[src/rtl/fsp_pkg.sv]
package fsp_pkg;

    // ----------------------------------------
    // Register offsets
    // ----------------------------------------
    localparam logic [9:0] ADDR_CONTROL = 10'h01f;
    localparam logic [9:0] ADDR_SKEW = 10'h055;
    localparam logic [9:0] ADDR_SYNC = 10'h0e9;
    localparam logic [9:0] ADDR_RX_FEATURE = 10'h134;
    localparam logic [9:0] ADDR_SEL_A = 10'h171;
    localparam logic [9:0] ADDR_SEL_B = 10'h172;

    // ----------------------------------------
    // Field positions
    // ----------------------------------------
    localparam int SOFT_RELINK_BIT = 14;
    localparam int PULSE_ALLOW_BIT = 7;
    localparam int MASTER_SKEW_LSB = 4;
    localparam int SLAVE_SKEW_LSB = 0;
    localparam int TX_PHASE_LSB = 0;
    localparam int RX_PHASE_LSB = 4;
    localparam int FIELD_W = 4;

    // ----------------------------------------
    // Reset and key values
    // ----------------------------------------
    localparam logic [15:0] RST_CONTROL = 16'h0000;
    localparam logic [15:0] RST_SYNC = 16'h0000;
    localparam logic [15:0] RST_RX_FEATURE = 16'h0000;
    localparam logic [15:0] RST_SEL_A = 16'h0000;
    localparam logic [15:0] RST_SEL_B = 16'h0000;
    localparam logic [15:0] SYNC_INIT = 16'hdf22;
    localparam logic [3:0] SKEW_LIMIT = 4'h1;

    // ----------------------------------------
    // Timing
    // ----------------------------------------
    localparam int PHASE_STEP_NS = 8;
    localparam int CLK_PERIOD_NS = 25;
    localparam int STEP_CYC_RAW = (PHASE_STEP_NS + CLK_PERIOD_NS - 1) / CLK_PERIOD_NS;
    localparam int STEP_CYC = (STEP_CYC_RAW < 1) ? 1 : STEP_CYC_RAW;

    // ----------------------------------------
    // Enumerations
    // ----------------------------------------
    typedef enum logic [3:0] {
        SRC_NONE = 4'h0,
        SRC_TX = 4'h1,
        SRC_RX = 4'h2
    } fsp_src_e;

    typedef enum logic [1:0] {
        LNK_DOWN = 2'b00,
        LNK_UP = 2'b01,
        LNK_WAIT = 2'b10
    } fsp_link_e;

endpackage : fsp_pkg

[src/rtl/fsp_pulse_delay.sv]
`timescale 1ns/100ps

module fsp_pulse_delay #(
    parameter int DEPTH = 32
) (
    // Clock and reset
    input wire logic ref_clk_i,
    input wire logic rst_b_i,
    // Pulse path
    input wire logic pulse_i,
    input wire logic [$clog2(DEPTH)-1:0] delay_i,
    output logic pulse_o
);

    generate
        if (DEPTH < 2) begin : g_bad_depth
            $error("fsp_pulse_delay needs DEPTH of at least 2.");
        end
    endgenerate

    typedef struct packed {
        logic [DEPTH-1:0] line;
        logic out;
    } fsp_dly_s;

    fsp_dly_s state;
    fsp_dly_s next_state;
    logic [DEPTH:0] taps;

    // ----------------------------------------
    // Delay line
    // ----------------------------------------
    always_comb begin
        taps = {state.line, pulse_i};
        next_state.line = {state.line[DEPTH-2:0], pulse_i};
        next_state.out = taps[delay_i];
    end

    always_ff @(posedge ref_clk_i or negedge rst_b_i) begin
        if (!rst_b_i) begin
            state <= '0;
        end else begin
            state <= next_state;
        end
    end

    assign pulse_o = state.out;

endmodule : fsp_pulse_delay

[src/rtl/fsp_frame_start.sv]
`timescale 1ns/100ps

module fsp_frame_start #(
    parameter int NPIN = 4,
    parameter int DEPTH = 32
) (
    // Clock and reset
    input wire logic ref_clk_i,
    input wire logic rst_b_i,
    // Management register port
    input wire logic [9:0] reg_addr_i,
    input wire logic reg_wr_i,
    input wire logic reg_rd_i,
    input wire logic [15:0] reg_wdata_i,
    output logic [15:0] reg_rdata_o,
    output logic reg_rvalid_o,
    // Line events
    input wire logic tx_frame_start_i,
    input wire logic rx_frame_start_i,
    input wire logic link_up_i,
    input wire logic gig_mode_i,
    input wire logic master_mode_i,
    input wire logic [3:0] align_skew_i,
    // Pins and link control
    output logic [NPIN-1:0] pin_o,
    output logic soft_relink_o
);

    localparam int DW = $clog2(DEPTH);

    generate
        if (NPIN < 1 || NPIN > 4) begin : g_bad_npin
            $error("fsp_frame_start supports 1 to 4 pins.");
        end
        if (DEPTH < 32) begin : g_bad_depth
            $error("fsp_frame_start needs DEPTH of at least 32.");
        end
    endgenerate

    typedef struct packed {
        logic [15:0] control;
        logic [15:0] sync_setup;
        logic [15:0] rx_feature;
        logic [15:0] sel_a;
        logic [15:0] sel_b;
        logic [7:0] skew_stat;
        logic [3:0] skew_apply;
        fsp_pkg::fsp_link_e link;
        logic tx_prev;
        logic rx_prev;
        logic relink;
        logic [NPIN-1:0] pins;
        logic [15:0] rdata;
        logic rvalid;
    } fsp_state_s;

    fsp_state_s state;
    fsp_state_s next_state;
    logic tx_edge;
    logic rx_edge;
    logic tx_dly;
    logic rx_dly;
    logic [DW-1:0] tx_delay;
    logic [DW-1:0] rx_delay;
    logic [NPIN-1:0] pin_next;
    logic [3:0] skew_lim;

    // ----------------------------------------
    // Frame edge detection
    // ----------------------------------------
    assign tx_edge = tx_frame_start_i && !state.tx_prev;
    assign rx_edge = rx_frame_start_i && !state.rx_prev;

    // ----------------------------------------
    // Latency programming
    // ----------------------------------------
    assign tx_delay = DW'(32'(state.sel_b[fsp_pkg::TX_PHASE_LSB +: fsp_pkg::FIELD_W])
        * fsp_pkg::STEP_CYC);
    assign rx_delay = DW'((32'(state.sel_b[fsp_pkg::RX_PHASE_LSB +: fsp_pkg::FIELD_W])
        + 32'(state.skew_apply)) * fsp_pkg::STEP_CYC);

    fsp_pulse_delay #(
        .DEPTH(DEPTH)
    ) u_tx_delay (
        .ref_clk_i(ref_clk_i),
        .rst_b_i(rst_b_i),
        .pulse_i(tx_edge),
        .delay_i(tx_delay),
        .pulse_o(tx_dly)
    );

    fsp_pulse_delay #(
        .DEPTH(DEPTH)
    ) u_rx_delay (
        .ref_clk_i(ref_clk_i),
        .rst_b_i(rst_b_i),
        .pulse_i(rx_edge),
        .delay_i(rx_delay),
        .pulse_o(rx_dly)
    );

    // ----------------------------------------
    // Pin routing
    // ----------------------------------------
    generate
        for (genvar g = 0; g < NPIN; g++) begin : g_pin
            logic [3:0] sel;
            assign sel = state.sel_a[g*fsp_pkg::FIELD_W +: fsp_pkg::FIELD_W];
            assign pin_next[g] = state.rx_feature[fsp_pkg::PULSE_ALLOW_BIT]
                && ((sel == fsp_pkg::SRC_TX && tx_dly)
                || (sel == fsp_pkg::SRC_RX && rx_dly));
        end
    endgenerate

    assign skew_lim = (align_skew_i > fsp_pkg::SKEW_LIMIT) ? fsp_pkg::SKEW_LIMIT : align_skew_i;

    // ----------------------------------------
    // Next state
    // ----------------------------------------
    always_comb begin
        next_state = state;
        next_state.tx_prev = tx_frame_start_i;
        next_state.rx_prev = rx_frame_start_i;
        next_state.relink = 1'b0;
        next_state.pins = pin_next;
        next_state.rvalid = reg_rd_i;
        if (reg_wr_i) begin
            case (reg_addr_i)
                fsp_pkg::ADDR_CONTROL: begin
                    next_state.control = reg_wdata_i;
                    next_state.control[fsp_pkg::SOFT_RELINK_BIT] = 1'b0;
                    next_state.relink = reg_wdata_i[fsp_pkg::SOFT_RELINK_BIT];
                end
                fsp_pkg::ADDR_SYNC: next_state.sync_setup = reg_wdata_i;
                fsp_pkg::ADDR_RX_FEATURE: next_state.rx_feature = reg_wdata_i;
                fsp_pkg::ADDR_SEL_A: next_state.sel_a = reg_wdata_i;
                fsp_pkg::ADDR_SEL_B: next_state.sel_b = reg_wdata_i;
                default: next_state.control = state.control;
            endcase
        end
        case (state.link)
            fsp_pkg::LNK_DOWN: begin
                if (link_up_i) begin
                    next_state.link = fsp_pkg::LNK_UP;
                    next_state.skew_stat = 8'h00;
                    next_state.skew_apply = 4'h0;
                    if (gig_mode_i) begin
                        if (state.sync_setup == fsp_pkg::SYNC_INIT) begin
                            next_state.skew_apply = skew_lim;
                            if (master_mode_i) begin
                                next_state.skew_stat[fsp_pkg::MASTER_SKEW_LSB +: 4] =
                                    skew_lim;
                            end else begin
                                next_state.skew_stat[fsp_pkg::SLAVE_SKEW_LSB +: 4] =
                                    skew_lim;
                            end
                        end else begin
                            next_state.skew_apply = align_skew_i;
                        end
                    end
                end
            end
            fsp_pkg::LNK_UP: begin
                if (!link_up_i) begin
                    next_state.link = fsp_pkg::LNK_DOWN;
                end
            end
            fsp_pkg::LNK_WAIT: begin
                if (!link_up_i) begin
                    next_state.link = fsp_pkg::LNK_DOWN;
                end
            end
            default: next_state.link = fsp_pkg::LNK_DOWN;
        endcase
        if (state.relink) begin
            next_state.link = fsp_pkg::LNK_WAIT;
        end
        if (reg_rd_i) begin
            case (reg_addr_i)
                fsp_pkg::ADDR_CONTROL: next_state.rdata = state.control;
                fsp_pkg::ADDR_SKEW: next_state.rdata = {8'h00, state.skew_stat};
                fsp_pkg::ADDR_SYNC: next_state.rdata = state.sync_setup;
                fsp_pkg::ADDR_RX_FEATURE: next_state.rdata = state.rx_feature;
                fsp_pkg::ADDR_SEL_A: next_state.rdata = state.sel_a;
                fsp_pkg::ADDR_SEL_B: next_state.rdata = state.sel_b;
                default: next_state.rdata = 16'h0000;
            endcase
        end
    end

    // ----------------------------------------
    // State register
    // ----------------------------------------
    always_ff @(posedge ref_clk_i or negedge rst_b_i) begin
        if (!rst_b_i) begin
            state <= '0;
            state.control <= fsp_pkg::RST_CONTROL;
            state.sync_setup <= fsp_pkg::RST_SYNC;
            state.rx_feature <= fsp_pkg::RST_RX_FEATURE;
            state.sel_a <= fsp_pkg::RST_SEL_A;
            state.sel_b <= fsp_pkg::RST_SEL_B;
            state.link <= fsp_pkg::LNK_DOWN;
        end else begin
            state <= next_state;
        end
    end

    assign pin_o = state.pins;
    assign soft_relink_o = state.relink;
    assign reg_rdata_o = state.rdata;
    assign reg_rvalid_o = state.rvalid;

endmodule : fsp_frame_start

[config.mk]
export PLATFORM = sky130hd
export DESIGN_NAME = fsp_frame_start
export DESIGN_NICKNAME = d
export VERILOG_FILES = /design/src/rtl/fsp_pkg.sv /design/src/rtl/fsp_pulse_delay.sv /design/src/rtl/fsp_frame_start.sv
export SDC_FILE = /design/constraint.sdc
export NUM_CORES = 1
export LEC_CHECK = 0
export ABC_AREA = 0
export CORE_MARGIN = 2
export CORE_UTILIZATION = 59
export CTS_BUF_LIST = sky130_fd_sc_hd__clkbuf_8
export DETAILED_ROUTE_END_ITERATION = 7
export DONT_BUFFER_PORTS = 1
export PLACE_DENSITY = 0.78
export SLEW_MARGIN = 20
export SYNTH_ARGS = -nofsm -noshare
export SYNTH_HDL_FRONTEND = slang
export SYNTH_SLANG_ARGS = --single-unit
[constraint.sdc]
create_clock -name ref_clk_i -period 2.1 [get_ports ref_clk_i]
set_input_delay 0.42 -clock ref_clk_i [delete_from_list [all_inputs] [get_ports ref_clk_i]]
set_output_delay 0.42 -clock ref_clk_i [all_outputs]
set_load 0.05 [all_outputs]
## Word-level counts from Yosys, hierarchy flattened

Cells that the tools add are included.

- Input port bits: 39
- Output and inout port bits: 22
- Logic and storage cells: 87
- Register bits: 165

- Multiplexer cells: 17
- Equal/unequal tests: 19
- $lt $le $gt $ge: 3
- Reductions and logical operators: 29
- Add/subtract/negate cells: 1

Operators by type and width:

| cell | number |
|---|---|
| case mux 16 bit (6 select lines) | 1 |
| equality test 10 x 9 -> 1 bit (second input constant) | 3 |
| equality test 16 bit (second input constant) | 1 |
| equality test 4 x 1 -> 1 bit (second input constant) | 4 |
| equality test 4 x 2 -> 1 bit (second input constant) | 4 |
| 2-to-1 mux 4 bit | 4 |
| logical AND 1 bit | 14 |
| AND reduction 2 bit | 7 |
| 2-to-1 mux 12 bit | 1 |
| equality test 10 x 5 -> 1 bit (second input constant) | 1 |
| equality test 10 x 7 -> 1 bit (second input constant) | 1 |
| equality test 10 x 8 -> 1 bit (second input constant) | 1 |
| 2-to-1 mux 8 bit | 1 |
| < comparator 4 x 7 -> 1 bit (second input constant) | 1 |
| < comparator 5 x 7 -> 1 bit (second input constant) | 1 |
| 2-to-1 mux 2 bit | 3 |
| adder 4 x 4 -> 5 bit | 1 |
| binary-select mux 1 bit (select 5 bit) | 1 |
| binary-select mux 1 bit (select 4 bit) | 1 |
| > comparator 4 x 1 -> 1 bit (second input constant) | 1 |
| logical OR 1 bit | 4 |
| 2-to-1 mux 1 bit | 4 |
| case mux 2 bit (2 select lines) | 1 |
| inequality test 3 x 2 -> 1 bit (second input constant) | 1 |
| other kinds (6) | 7 |

## Depth between registers and ports, before layout

- Word-level depth: 5
- Depth in mapped cells: 10
- Mapped depth without buffers: 9

## Modules after synthesis

A second synthesis with hierarchy kept.

- Cells, all modules: 595
- Area, all modules: 7837.5 µm²

Modules (own cells, without submodules):

| module | sequential area each (µm²) | instances | area each (µm²) | cells an instance |
|---|---|---|---|---|
| fsp_frame_start | 2927.8 | 1 | 5585.4 | 449 |
| fsp_pulse_delay | 800.8 | 2 | 1126.1 | 73 |

## Least setup slack after synthesis

OpenSTA, ideal clock, no wires.

- Path kind: register -> register
- From: register state[42] (netlist name)
- To: register u_rx_delay.state (netlist bit u_rx_delay.pulse_o)
- Arrival time: 2.131 ns
- Cell stages (with the launch flop): 11
- Setup time: 0.069 ns
- Slack: -0.100 ns
- Data required time: 2.031 ns
- Path buffers: 1
- Period minus slack after synthesis: 2.200 ns
- Cell sequence: dfrtp_1 > ha_1 > inv_1 > fa_1 > xnor2_1 > clkbuf_1 > nand2_1 > and3_1 > a31oi_1 > nand4_1 > nand3_1

RTL lines:

| item | line | RTL |
|---|---|---|
| from (decl) | fsp_frame_start.sv:57 | `fsp_state_s state;` |
| from (signal assigned) | fsp_frame_start.sv:204 | `state <= next_state;` |
| to (signal assigned) | fsp_pulse_delay.sv:43 | `state <= next_state;` |
| to (decl) | fsp_pulse_delay.sv:26 | `fsp_dly_s state;` |

==> impl_metrics.env <==
export IMPL_status="finished with violations"
export IMPL_failed_checks="DRC, hold timing, setup timing"
export IMPL_fill_cells=794
export IMPL_via_count=4363
export IMPL_grt_total_usage_pct=24.9
export IMPL_synth_cell_types=48
export IMPL_syn_area_per_cell_um2=12.9
export IMPL_min_period_ns=2.20
export IMPL_ir_drop_mv=0.555
export IMPL_layout_drive_gt1_share_pct=26.6
export IMPL_finalHoldViolations=165
export IMPL_async_flop_share_pct=100
export IMPL_die_area_um2=12800
export IMPL_drt_total_wl_mm=14.5
export IMPL_postCtsSetupBuffers=0
export IMPL_post_dp_hpwl_mm=9.94
export IMPL_finalSetupViolCount=1
export IMPL_clock_latency_ns=0.47
export IMPL_cts_root_buf="clkbuf_8"
export IMPL_netlist_area_um2=7030
export IMPL_detail_route_vias_per_cell=6.28
export IMPL_io_buffers=0
export IMPL_tightest_slew_ns=0.667
export IMPL_first_global_vias=4565
export IMPL_die_w_um=113
export IMPL_cts_hold_fix_buffers=3
export IMPL_synth_top_area_cell="dfrtp_1"
export IMPL_fin_tns_setup_ns=-0.0979
export IMPL_yosysWarnings=0
export IMPL_n_antenna_cell=0
export IMPL_drc=8
export IMPL_fin_util_pct=65.9
export IMPL_gp_congestion=0.894
export IMPL_gr_total_overflow=0
export IMPL_syn_num_nets=591
export IMPL_slew_violations=0
export IMPL_power_density_nw_per_um2=864
export IMPL_fin_crit_sh_pct=105
export IMPL_end_kind="flip-flop"
export IMPL_fp_dieH_um=113
export IMPL_worst_setup_path_start_kind="flip-flop"
export IMPL_dr_pass1_iters=8
export IMPL_cts_made_buffers=17
export IMPL_slew_headroom_pct=54.9
export IMPL_io_pins=61
export IMPL_critPathKind="flip-flop to flip-flop"
export IMPL_hp_class="input port to asynchronous set/reset pin"
export IMPL_critPathArrivalTime_ns=2.55
export IMPL_fmax_mhz=455
export IMPL_worst_slack_ns=-0.0979
export IMPL_cap_violations=0
export IMPL_synth_area_top_cells="dfrtp_1 59%, mux2_2 11%, a22oi_1 2.4%, mux4_2 2.2%, buf_4 2.1%"
export IMPL_core_area_um2=11500
export IMPL_synthFlopType="dfrtp_1"
export IMPL_final_common_cell="dfrtp_1"
export IMPL_leakage_uw=0.00355
export IMPL_ant_nets=0
export IMPL_initial_core_util_pct=61.0
export IMPL_path_clk_slew_ns=0.09
export IMPL_ys_seq_area_share_pct=58.8
export IMPL_grt_pass1_wl_mm=24.1
export IMPL_area_growth_pct=7.94
export IMPL_most_common_layout_cells="165 x dfrtp_1, 69 x mux2_2, 39 x nand2_1"
export IMPL_cts_tree="done"
export IMPL_htreeDepth=4
export IMPL_finClkSkew_ns=0.0146
export IMPL_nets=584
export IMPL_synth_top_area_share_pct=58.8
export IMPL_synth_edf_count=0
export IMPL_cts_sinks=165
export IMPL_netlist_instances=546
export IMPL_cp_required_ns=2.45
export IMPL_worst_hold_slack_ns=-0.361
export IMPL_ys_ff_latch=165
export IMPL_clockBufferDepth=2
export IMPL_wl_per_cell_um=20.9
export IMPL_rsz0062_at_grt="true"
export IMPL_grt_max_degree=166
export IMPL_cp_max_fo=11
export IMPL_antenna_found_initial=0
export IMPL_row_count=39
export IMPL_dr_first_iter_drc_count=533
[kinds of logic (layout without fill, tap and decap cells)]
family / after synthesis / in the layout / synth area share [%]
flops: 165 / 165 / 58.8
simple gates: 139 / 139 / 10.5
compound gates: 91 / 91 / 8.94
mux: 91 / 91 / 16.1
buf+inv: 51 / 57 / 4.09
fa+ha+maj: 6 / 6 / 1.18
xor+xnor: 3 / 3 / 0.374
[state kept, by name (all words and copies together), names as in the netlist]
| name | flops |
|---|---|
| state | 79 |
| u_rx_delay.next_state | 31 |
| g_pin.sel | 16 |
| reg_rdata_o | 16 |
| u_tx_delay.next_state | 15 |
| pin_o | 4 |
| reg_rvalid_o | 1 |
| soft_relink_o | 1 |
| u_rx_delay.pulse_o | 1 |
| u_tx_delay.pulse_o | 1 |
[synth_stat cells, drive strengths merged, types with 9 or more instances]
master and number:
dfrtp 165, mux2 79, nand2 42, nor2 37, buf 34, a22oi 22
a21oi 18, o21ai 15, clkbuf 12, nor2b 12, a221oi 10, nand3 9
[final cells by class]
| class | count | area (um2) | area share, % |
|---|---|---|---|
| Tap cell | 143 | 179 | 2.36 |
| Multi-Input combinational cell | 330 | 2660 | 35.1 |
| Sequential cell | 165 | 4130 | 54.4 |
| Inverter | 5 | 18.8 | 0.247 |
| Clock buffer | 21 | 289 | 3.81 |
| Clock inverter | 11 | 149 | 1.96 |
| Timing Repair Buffer | 20 | 161 | 2.13 |
[repair_timing]
item                                    in CTS  in global routing
hold endpoints to repair                   168                165
pin swaps                                    2                  0
cloned                                       0                  0
gates resized for setup                      5                  3
endpoints found under the setup margin       1                  1
[critical path, stage by stage (launching register included)]
cell and delay, ns:
dfrtp_1 0.37, ha_2 0.20, inv_2 0.04, fa_2 0.44
xnor2_4 0.21, buf_6 0.18, mux2i_2 0.23, a22o_1 0.17
a31oi_1 0.05, nand4b_1 0.11, nand3_1 0.07
[worst paths after layout]
check                                               from                         to  slack [ns]  cells after the start
min in group ref_clk_i                          reg_rd_i            reg_rdata_o[13]        0.04                      1
worst max register to register                 state[42]         u_rx_delay.pulse_o        -0.1                     10
max in group asynchronous                        rst_b_i  u_rx_delay.next_state[26]        2.27                      0
worst min register to register  u_tx_delay.next_state[2]   u_tx_delay.next_state[3]        0.37                      0
worst min-delay path                             rst_b_i                  state[27]       -0.36                      0
worst max-delay path                           state[42]         u_rx_delay.pulse_o        -0.1                     10
[routing by layer]
layer / part of all wire [%] / GRT usage (%)
met5: 0 / 0
met4: 2.8 / 11.5
met3: 7.0 / 7.98
met2: 47 / 37.1
met1: 43 / 33.5
[stage by stage]
step                hold slack, ns  power [uW]  worst slack [ns]  cells  cell area (um2)
floorplan                    0.124        4010            0.0195    546             7040
global placement             0.130        4100           0.00254    660             7080
detailed placement           0.130        4140            -0.186    660             7080
CTS                         -0.390        6600           -0.0758    695             7570
global route                -0.395        6820            -0.225    695             7590
finish                      -0.361        6550           -0.0979    695             7590
[report_power, final]
group | switching, uW | total [uW] | internal [uW]
Combinational | 336 | 649 | 313
Sequential | 176 | 3490 | 3310
Clock | 1120 | 2420 | 1300
Total | 1630 | 6550 | 4920
(Power assumes the default switching activity.)
